File: config.mk
export PLATFORM = sky130hd
export DESIGN_NAME = pgh_gpio
export DESIGN_NICKNAME = d
export VERILOG_FILES = /design/src/hdl/pgh_gpio_pkg.sv /design/src/hdl/pgh_gpio.sv
export SDC_FILE = /design/constraint.sdc
export NUM_CORES = 1
export LEC_CHECK = 0
export BUFFER_PORTS_ARGS = -buffer_cell sky130_fd_sc_hd__buf_2
export CORE_ASPECT_RATIO = 0.8
export CORE_MARGIN = 2
export CORE_UTILIZATION = 30
export DETAILED_ROUTE_END_ITERATION = 8
export GPL_ROUTABILITY_DRIVEN = 0
export SYNTH_ARGS = -nofsm -noshare
export SYNTH_HDL_FRONTEND = slang
export SYNTH_SLANG_ARGS = --single-unit
File: constraint.sdc
create_clock -name i_clk -period 1.4 [get_ports i_clk]
set_clock_uncertainty 0.15 [all_clocks]
set_input_delay 0.07 -clock i_clk [delete_from_list [all_inputs] [get_ports i_clk]]
set_output_delay 0.07 -clock i_clk [all_outputs]
set_load 0.02 [all_outputs]
File: src/hdl/pgh_gpio_pkg.sv
/*
 * pgh_gpio_pkg: constants for the port g / port h general purpose i/o block.
 * holds register offsets on the wishbone slave, field positions, reset values,
 * widths and the bus handshake state type.
 * assumes a 32-bit classic wishbone master and byte offsets in words of four.
 */

package pgh_gpio_pkg;

    // widths of the two ports
    localparam int PGH_PG_W = 5;
    localparam int PGH_PH_W = 8;

    // wishbone geometry
    localparam int PGH_ADR_W = 8;
    localparam int PGH_DAT_W = 32;
    localparam int PGH_SEL_W = 4;

    // register byte offsets
    localparam logic [7:0] PGH_OFS_PG_DIR = 8'h00;  // port_g_direction, write-only
    localparam logic [7:0] PGH_OFS_PG_OUT = 8'h04;  // port_g_output_latch
    localparam logic [7:0] PGH_OFS_PG_PIN = 8'h08;  // port_g_pin_state, read-only
    localparam logic [7:0] PGH_OFS_PH_DIR = 8'h0C;  // port_h_direction, write-only
    localparam logic [7:0] PGH_OFS_PH_OUT = 8'h10;  // port_h_output_latch
    localparam logic [7:0] PGH_OFS_PH_PIN = 8'h14;  // port_h_pin_state, read-only

    // reset values
    localparam logic [4:0] PGH_PG_RST = 5'h00;
    localparam logic [7:0] PGH_PH_RST = 8'h00;
    localparam logic [31:0] PGH_DAT_RST = 32'h0000_0000;

    // port g bits that vanish in the reduced variant
    localparam logic [4:0] PGH_PG_REDUCED_MASK = 5'h0C;

    // port g field positions
    localparam int PGH_PG_CS0 = 4;
    localparam int PGH_PG_RX = 3;
    localparam int PGH_PG_TX = 2;
    localparam int PGH_PG_CS3 = 1;
    localparam int PGH_PG_EXT_INTERRUPT_REQ_6 = 0;

    // chip select input indices
    localparam int PGH_CS0 = 0;
    localparam int PGH_CS1 = 1;
    localparam int PGH_CS2 = 2;
    localparam int PGH_CS3 = 3;

    // bus handshake states, gray along idle -> answer
    typedef enum logic [1:0] {
        PGH_BUS_IDLE = 2'b00,
        PGH_BUS_ACK = 2'b01
    } pgh_bus_state_t;

endpackage : pgh_gpio_pkg

File: src/hdl/pgh_gpio.sv
/*
 * pgh_gpio: port g (5 bits, multiplexed) and port h (8 bits) i/o logic.
 * holds direction and output latches, synchronises pin levels, builds the
 * pin-state read path and the per-pin function selection, and answers a
 * classic wishbone slave with one wait state.
 * assumes the bus controller supplies active-low chip selects, the serial
 * bus unit supplies its transmit level and enable, and the pad ring resolves
 * each pin from the output and output-enable pairs.
 */
// The address map and the Wishbone interface to the registers were decided locally.
`timescale 1ns/1ps
`default_nettype none

module pgh_gpio
    import pgh_gpio_pkg::*;
#(
    // 1 selects the reduced variant without port g bits 3 and 2
    parameter logic P_REDUCED = 1'b0
) (
    // clock and reset
    input wire logic i_clk,
    input wire logic i_srst,
    // wishbone slave
    input wire logic i_wb_cyc,
    input wire logic i_wb_stb,
    input wire logic i_wb_we,
    input wire logic [PGH_ADR_W-1:0] i_wb_adr,
    input wire logic [PGH_SEL_W-1:0] i_wb_sel,
    input wire logic [PGH_DAT_W-1:0] i_wb_dat,
    output logic [PGH_DAT_W-1:0] o_wb_dat,
    output logic o_wb_ack,
    // operating mode and neighbouring units
    input wire logic i_expanded_mode,
    input wire logic i_serial_bus_enable,
    input wire logic [3:0] i_chip_select_n,
    input wire logic i_serial_tx,
    // port g pins
    input wire logic [PGH_PG_W-1:0] i_pg_pin,
    output logic [PGH_PG_W-1:0] o_pg_pin_out,
    output logic [PGH_PG_W-1:0] o_pg_pin_oe,
    // port h pins
    input wire logic [PGH_PH_W-1:0] i_ph_pin,
    output logic [PGH_PH_W-1:0] o_ph_pin_out,
    output logic [PGH_PH_W-1:0] o_ph_pin_oe,
    // levels handed to the serial bus unit and interrupt controller
    output logic o_serial_rx,
    output logic o_ext_interrupt_req_6,
    output logic o_ext_interrupt_req_7
);

    // bits that exist in this variant
    localparam logic [4:0] PG_LIVE = P_REDUCED ? ~PGH_PG_REDUCED_MASK : 5'h1F;

    // bus handshake state
    pgh_bus_state_t bus_ff;
    pgh_bus_state_t nxt_bus;
    logic [PGH_DAT_W-1:0] rdat_ff;  // read data returned with ack
    logic [PGH_DAT_W-1:0] nxt_rdat;
    // the acknowledge has a flop of its own so the port carries no decode
    logic ack_ff;  // bus answer, high for one cycle
    logic nxt_ack;

    // software-visible storage
    logic [PGH_PG_W-1:0] pg_dir_ff;  // port_g_direction
    logic [PGH_PG_W-1:0] nxt_pg_dir;
    logic [PGH_PG_W-1:0] pg_out_ff;  // port_g_output_latch
    logic [PGH_PG_W-1:0] nxt_pg_out;
    logic [PGH_PH_W-1:0] ph_dir_ff;  // port_h_direction
    logic [PGH_PH_W-1:0] nxt_ph_dir;
    logic [PGH_PH_W-1:0] ph_out_ff;  // port_h_output_latch
    logic [PGH_PH_W-1:0] nxt_ph_out;

    // pin synchronisers: first stage feeds only the second
    // the pins come from outside the clock domain, hence two stages
    logic [PGH_PG_W-1:0] pg_meta_ff;
    logic [PGH_PG_W-1:0] pg_sync_ff;
    logic [PGH_PH_W-1:0] ph_meta_ff;
    logic [PGH_PH_W-1:0] ph_sync_ff;

    // registered pad drive
    logic [PGH_PG_W-1:0] pg_pad_out_ff;
    logic [PGH_PG_W-1:0] nxt_pg_pad_out;
    logic [PGH_PG_W-1:0] pg_pad_oe_ff;
    logic [PGH_PG_W-1:0] nxt_pg_pad_oe;
    logic [PGH_PH_W-1:0] ph_pad_out_ff;
    logic [PGH_PH_W-1:0] nxt_ph_pad_out;
    logic [PGH_PH_W-1:0] ph_pad_oe_ff;
    logic [PGH_PH_W-1:0] nxt_ph_pad_oe;

    // decoded request
    logic req;  // new request seen while idle
    logic wr_lane0;  // write reaching the low byte
    logic [PGH_PG_W-1:0] pg_state;  // port g pin-state view
    logic [PGH_PH_W-1:0] ph_state;  // port h pin-state view

    // request is taken only from idle so each cycle gets exactly one ack
    assign req = i_wb_cyc && i_wb_stb && (bus_ff == PGH_BUS_IDLE);
    // a write lands at the edge where the master samples ack; the master holds
    // address, data and select until then, so they are still valid here
    assign wr_lane0 = (bus_ff == PGH_BUS_ACK) && i_wb_cyc && i_wb_stb
        && i_wb_we && i_wb_sel[0];

    // pin-state views: latch for outputs, synchronised pin for inputs
    always_comb begin
        pg_state = (pg_dir_ff & pg_out_ff) | (~pg_dir_ff & pg_sync_ff);
        pg_state = pg_state & PG_LIVE;  // absent bits read as zero
        ph_state = (ph_dir_ff & ph_out_ff) | (~ph_dir_ff & ph_sync_ff);
    end

    // bus handshake: idle -> ack for one cycle -> idle
    // a master that keeps strobe up past ack is seen again only from idle
    always_comb begin
        nxt_bus = bus_ff;
        nxt_ack = 1'b0;  // ack stands for one cycle only
        case (bus_ff)
            PGH_BUS_IDLE: begin
                // answer the request one edge after it appears
                if (req) begin
                    nxt_bus = PGH_BUS_ACK;
                    nxt_ack = 1'b1;
                end
            end
            PGH_BUS_ACK: begin
                // ack drops in the cycle after it was given
                nxt_bus = PGH_BUS_IDLE;
            end
            default: begin
                nxt_bus = PGH_BUS_IDLE;
            end
        endcase
    end

    // read mux; unmapped offsets and write-only registers read as zero
    always_comb begin
        nxt_rdat = PGH_DAT_RST;
        if (req && !i_wb_we) begin
            case (i_wb_adr)
                PGH_OFS_PG_OUT: begin
                    // reserved bits 7..5 read as zero
                    nxt_rdat = {27'h000_0000, pg_out_ff};
                end
                PGH_OFS_PG_PIN: begin
                    nxt_rdat = {27'h000_0000, pg_state};
                end
                PGH_OFS_PH_OUT: begin
                    nxt_rdat = {24'h00_0000, ph_out_ff};
                end
                PGH_OFS_PH_PIN: begin
                    nxt_rdat = {24'h00_0000, ph_state};
                end
                PGH_OFS_PH_DIR: begin
                    // direction cannot be read back
                    nxt_rdat = PGH_DAT_RST;
                end
                default: begin
                    nxt_rdat = PGH_DAT_RST;
                end
            endcase
        end
    end

    // register writes, low byte lane only; upper lanes carry nothing here
    // and a write with the low lane disabled leaves every register alone
    always_comb begin
        nxt_pg_dir = pg_dir_ff;
        nxt_pg_out = pg_out_ff;
        nxt_ph_dir = ph_dir_ff;
        nxt_ph_out = ph_out_ff;
        if (wr_lane0) begin
            case (i_wb_adr)
                PGH_OFS_PG_DIR: begin
                    nxt_pg_dir = i_wb_dat[PGH_PG_W-1:0] & PG_LIVE;
                end
                PGH_OFS_PG_OUT: begin
                    // bits 7..5 dropped, absent bits held at zero
                    nxt_pg_out = i_wb_dat[PGH_PG_W-1:0] & PG_LIVE;
                end
                PGH_OFS_PH_DIR: begin
                    // whole byte replaced on every write
                    nxt_ph_dir = i_wb_dat[PGH_PH_W-1:0];
                end
                PGH_OFS_PH_OUT: begin
                    nxt_ph_out = i_wb_dat[PGH_PH_W-1:0];
                end
                default: begin
                    // pin-state registers and holes ignore writes
                    nxt_pg_dir = pg_dir_ff;
                end
            endcase
        end
    end

    // port g pin function selection
    always_comb begin
        nxt_pg_pad_out = pg_out_ff;
        nxt_pg_pad_oe = pg_dir_ff;
        // bit 4: chip select 0 in expanded mode, else gpio
        if (i_expanded_mode && pg_dir_ff[PGH_PG_CS0]) begin
            nxt_pg_pad_out[PGH_PG_CS0] = i_chip_select_n[PGH_CS0];
        end
        // bit 3: serial receive input overrides direction
        if (i_serial_bus_enable) begin
            nxt_pg_pad_oe[PGH_PG_RX] = 1'b0;
        end else if (i_expanded_mode && pg_dir_ff[PGH_PG_RX]) begin
            nxt_pg_pad_out[PGH_PG_RX] = i_chip_select_n[PGH_CS1];
        end
        // bit 2: serial transmit output overrides direction
        if (i_serial_bus_enable) begin
            nxt_pg_pad_oe[PGH_PG_TX] = 1'b1;
            nxt_pg_pad_out[PGH_PG_TX] = i_serial_tx;
        end else if (i_expanded_mode && pg_dir_ff[PGH_PG_TX]) begin
            nxt_pg_pad_out[PGH_PG_TX] = i_chip_select_n[PGH_CS2];
        end
        // bit 1: chip select 3 in expanded mode, else gpio
        if (i_expanded_mode && pg_dir_ff[PGH_PG_CS3]) begin
            nxt_pg_pad_out[PGH_PG_CS3] = i_chip_select_n[PGH_CS3];
        end
        // bit 0 stays a plain gpio in every mode
        // pins absent in the reduced variant are never driven
        nxt_pg_pad_out = nxt_pg_pad_out & PG_LIVE;
        nxt_pg_pad_oe = nxt_pg_pad_oe & PG_LIVE;
    end

    // port h pads: latch driven where direction is output
    always_comb begin
        nxt_ph_pad_out = ph_out_ff;
        nxt_ph_pad_oe = ph_dir_ff;
    end

    // bus state and read data
    always_ff @(posedge i_clk) begin
        if (i_srst) begin
            bus_ff <= PGH_BUS_IDLE;
            ack_ff <= 1'b0;
            rdat_ff <= PGH_DAT_RST;
        end else begin
            bus_ff <= nxt_bus;
            ack_ff <= nxt_ack;
            rdat_ff <= nxt_rdat;
        end
    end

    // software-visible storage
    always_ff @(posedge i_clk) begin
        if (i_srst) begin
            pg_dir_ff <= PGH_PG_RST;
            pg_out_ff <= PGH_PG_RST;
            ph_dir_ff <= PGH_PH_RST;
            ph_out_ff <= PGH_PH_RST;
        end else begin
            pg_dir_ff <= nxt_pg_dir;
            pg_out_ff <= nxt_pg_out;
            ph_dir_ff <= nxt_ph_dir;
            ph_out_ff <= nxt_ph_out;
        end
    end

    // two-stage pin synchronisers
    always_ff @(posedge i_clk) begin
        if (i_srst) begin
            pg_meta_ff <= PGH_PG_RST;
            pg_sync_ff <= PGH_PG_RST;
            ph_meta_ff <= PGH_PH_RST;
            ph_sync_ff <= PGH_PH_RST;
        end else begin
            pg_meta_ff <= i_pg_pin;
            pg_sync_ff <= pg_meta_ff;
            ph_meta_ff <= i_ph_pin;
            ph_sync_ff <= ph_meta_ff;
        end
    end

    // registered pad drive
    always_ff @(posedge i_clk) begin
        if (i_srst) begin
            pg_pad_out_ff <= PGH_PG_RST;
            pg_pad_oe_ff <= PGH_PG_RST;
            ph_pad_out_ff <= PGH_PH_RST;
            ph_pad_oe_ff <= PGH_PH_RST;
        end else begin
            pg_pad_out_ff <= nxt_pg_pad_out;
            pg_pad_oe_ff <= nxt_pg_pad_oe;
            ph_pad_out_ff <= nxt_ph_pad_out;
            ph_pad_oe_ff <= nxt_ph_pad_oe;
        end
    end

    // outputs straight from flip-flops; the pad drive lags the latches by
    // one edge so a pin never glitches through the function multiplexer
    assign o_wb_ack = ack_ff;
    assign o_wb_dat = rdat_ff;
    assign o_pg_pin_out = pg_pad_out_ff;
    assign o_pg_pin_oe = pg_pad_oe_ff;
    assign o_ph_pin_out = ph_pad_out_ff;
    assign o_ph_pin_oe = ph_pad_oe_ff;
    // receive level follows pin 3; gated low-free, unit ignores it unless enabled
    assign o_serial_rx = pg_sync_ff[PGH_PG_RX];
    // interrupt pins feed their requests whatever the direction
    assign o_ext_interrupt_req_7 = pg_sync_ff[PGH_PG_CS3];
    assign o_ext_interrupt_req_6 = pg_sync_ff[PGH_PG_EXT_INTERRUPT_REQ_6];

endmodule : pgh_gpio

`default_nettype wire

==> results by stage <==
Setup path:
- The worst setup slack for register-to-register paths is 50 ps.
- The startpoint kind of the worst setup timing path is a register.
- The depth of the most critical reg-to-reg path is 3.
- In this run the critical register-to-register path is launched from pg_dir_ff[1].
- For this run, the slowest stage of the critical path takes 350 ps.
- STA puts the critical path data required time at 1470 ps.
- The type of the worst setup path is register to register.
- The worst register-to-register path ends at o_wb_dat[1].
- The worst-path maximum fanout is 2.
- The critical path's slowest cell is dfxtp_1.
- Traced cell by cell, the critical path runs through mux2_2 > a222oi_1 > nor2_1.
- The type of element capturing the critical path is a register.
- The data arrival time of the critical path is about 1400 ps.

STA:
- The max-slew violation total from the final report came to 0.
- The final critical-path setup slack is 54.7 ps.
- The final critical path takes up 96.1% of the cycle.
- Setup violations remaining at the end of the flow were counted as 0.
- The sum of negative setup slack is 0 ps.
- The final-layout worst hold slack is 14.3 ps.
- The count of final hold-check violations came to 0.
- The maximum frequency from static timing analysis is 743 MHz.
- Setup repair after global routing left no endpoint under its margin.
- The final critical delay including setup and external delays is 1350 ps.

GRT:
- The first global-routing pass estimated 11900 um of wire.
- The initial antenna violation count is 0.
- Entering global routing, the biggest net connects 77 pins.
- The aggregate global-route resource usage is approximately 14%.
- The remaining global-route overflow is 0.
- The number of global-route vias before repair was 2295.

Yosys:
- The number of different library cells in the post-synthesis netlist is 34.
- The commonest cells after synthesis are 88 x dfxtp_1, 51 x nor2b_1, 25 x buf_4.
- After synthesis, the cell types taking the most area are dfxtp_1 55%, nor2b_1 10%, buf_4 5.9%.
- The main flop type after synthesis is dfxtp_1.
- Of all flip-flops after synthesis, the portion carrying an async set or reset was 0%.
- Synthesis produced 310 cells.
- Counting flops and latches in the post-synthesis netlist gives 88.
- Averaged over all synthesized cells, the footprint is 10.3 um^2.
- The number of enable flip-flop cells after synthesis is 0.
- The most area-hungry cell type in the Yosys netlist is dfxtp_1.
- The leading cell type by number of instances after synthesis is dfxtp_1.
- The portion of synthesized cell area occupied by the leading cell type is 55.2%.
- The count of yosys warnings during synthesis is 0.
- The cell area after technology mapping is 3190 um^2.
- The sequential-to-total area share from yosys stat is 55.2%.

Job:
- Across the run, the number of max-cap violations was 0.

Power and ir drop:
- Of the total power, registers draw 50.3%.
- The cell area power density is between 1000 and 1500 nW/um^2.
- For this design the total switching power over the nets is 1.13 mW.
- The internal power is about 4.0 mW.
- Summed over all cells, the static leakage comes to 1.95 nW.
- The power consumption is 5.09 mW.
- The maximum vdd drop is 0.000567 V.
- The clock share of power is 42.4%.
- The portion of total power attributed to combinational logic is 7.3%.
- The net switching share of the total power is approximately 22%.

Cells and area:
- The signed area change from the synthesized netlist to the final layout is 38.5%.
- Excluding fillers, the count of instances in the completed layout stands at ~590.
- In the final layout, the share of cells above drive strength 1 is a little under 30%.
- The total number of nets in the final design is 514.
- The antenna diode instance count is 0.

Placed design:
- The placement-stage worst setup slack is -349 ps.
- Including well taps, the total number of placed cells is 545.
- Input and output buffers added on the ports amount to 79.
- Once detailed placement completed, the half-perimeter wirelength came to ~5500 um.

Clock tree:
- The CTS tree is yes.
- The clock passes through at most 2 buffers.
- Once the clock tree was built, the setup fixing pass inserted 0 buffers.
- The root cell of the clock tree is clkbuf_16.
- The H-tree was split into 3 levels.
- The clock latency reported for the late side of the worst-skew pair is approximately 330 ps.
- TritonCTS created 9 clock buffers.
- The clock sink total is 88.
- The clock transition time at the flip-flop clock pins of the worst setup and hold paths is ~60 ps.

Detailed routing:
- The residual antenna-violating net count after detailed routing is 0.
- Dividing the detail-routed via count by the number of cells gives roughly 4.2.
- The total via count in the routed design is 2501.
- The number of remaining DRC errors is 0.
- The detailed router's first-iteration violation count is about 160.
- The total routed wirelength is between 7000 and 8000 um.
- For this run, the detailed router's first-pass iteration total came to 7.
- In the final routed layout, each cell accounts on average for around 13 um.

Run status:
- The run finished with clean final reports.

Hold path:
- The cell depth of the worst hold path is 4.
- In this run the most critical hold path is launched from i_srst.
- The terminating pin of the worst hold path is o_wb_dat[6].
- The worst hold-check path type is primary input to register.

Die:
- 131 I/O pins were placed.
- The initial core utilization is 30.9%.
- The die is 119 um wide.
- The overall die area is 11500 um^2.
- The floorplan die height is 96.3 um.
- After floorplanning, the core was sized to cover 10300 um^2.
- The floorplan has 33 rows.
-- final cells by class --
type / count / area, um^2
Sequential cell: 88 / 1770
Tap cell: 140 / 175
Inverter: 1 / 3.75
Multi-Input combinational cell: 208 / 1300
Clock inverter: 3 / 18.8
Timing Repair Buffer: 137 / 916
Fill cell: 1060 / 5900
Clock buffer: 12 / 246
-- worst max-delay path: cells and delay by family (launching register included) --
kind,cells,cell delay (ps)
flops,1,350
compound gates,1,340
simple gates,1,60
mux,1,340
-- flip-flops by register name (all words and copies together) (netlist names), 8 cells and up --
name,flops
nxt_ph_pad_oe,8
nxt_ph_pad_out,8
o_ph_pin_oe,8
o_ph_pin_out,8
o_wb_dat,8
ph_meta_ff,8
ph_sync_ff,8
-- layout by cell type, fill, tap and decap left out, types with 2 or more instances in the layout --
cell,n
a21oi_1,3
buf_4,28
nand3b_1,7
o2bb2ai_1,5
a222oi_1,4
mux2i_1,16
nor3_1,4
clkinv_2,2
nor2b_1,50
nand2b_1,10
dfxtp_2,3
buf_2,79
mux2_2,5
nor2_1,20
nand3_1,5
nand2_1,18
dfxtp_1,85
dlygate4sd3_1,29
o21ai_0,18
clkbuf_1,2
conb_1,24
clkbuf_16,9
nand4_1,3
-- per-layer routing --
metal,vias to the layer above,share of wire [%],track usage (%)
met5,-,0,0
met4,0,1.4,4.71
met3,10,6.0,4.68
met2,82,47,21.2
met1,1142,46,17.8
li1,1267,-,-
-- power groups by stage --
| stage | combinational, mW | clock, mW | sequential (mW) |
|---|---|---|---|
| after floorplan | 0.212 | 0 | 2.62 |
| after global placement | 0.304 | 0 | 2.61 |
| after detailed placement | 0.308 | 0 | 2.61 |
| after CTS | 0.371 | 2.21 | 2.56 |
| after global routing | 0.406 | 2.34 | 2.56 |
| final | 0.374 | 2.16 | 2.56 |
-- how the worst max path moves through the flow --
stage	start	to	slack [ps]
after floorplan	i_wb_adr[5]	nxt_ph_pad_out[0]	-120
after global placement	i_wb_adr[5]	o_wb_dat[0]	-250
after detailed placement	i_wb_adr[5]	o_wb_dat[0]	-350
after CTS	bus_ff[0]	o_wb_dat[3]	30
after global routing	bus_ff[0]	nxt_ph_pad_out[5]	1
final	pg_dir_ff[1]	o_wb_dat[1]	50
-- metrics by stage --
stage | util (%) | instance area [um^2]
6_report | 42.8 | 4420
3_3_place_gp | 37.3 | 3850
2_1_floorplan | - | 3290
5_1_grt | 42.8 | 4420
4_1_cts | 42.8 | 4420
3_5_place_dp | 37.3 | 3850
-- cells by family (layout without fill, tap and decap cells) --
kind of cell	count (synthesis)	in the layout	synth area share, %
AOI/OAI and AO/OA	33	33	6.70
xor gates and xnor gates	1	1	0.274
buffers and inverters	37	153	7.33
DFF	88	88	55.2
muxes	21	21	6.78
other	1	24	0.117
and+or+nand+nor	129	129	23.6
-- timing repair --
action / CTS / global route
hold buffers: 29 / 0
endpoints found under the setup margin: 5 / 9
endpoints found under the hold margin: 46 / 0
resized for setup: 1 / 4
pin swaps: 0 / 4
Note: power is estimated with default switching activity, not from simulation.
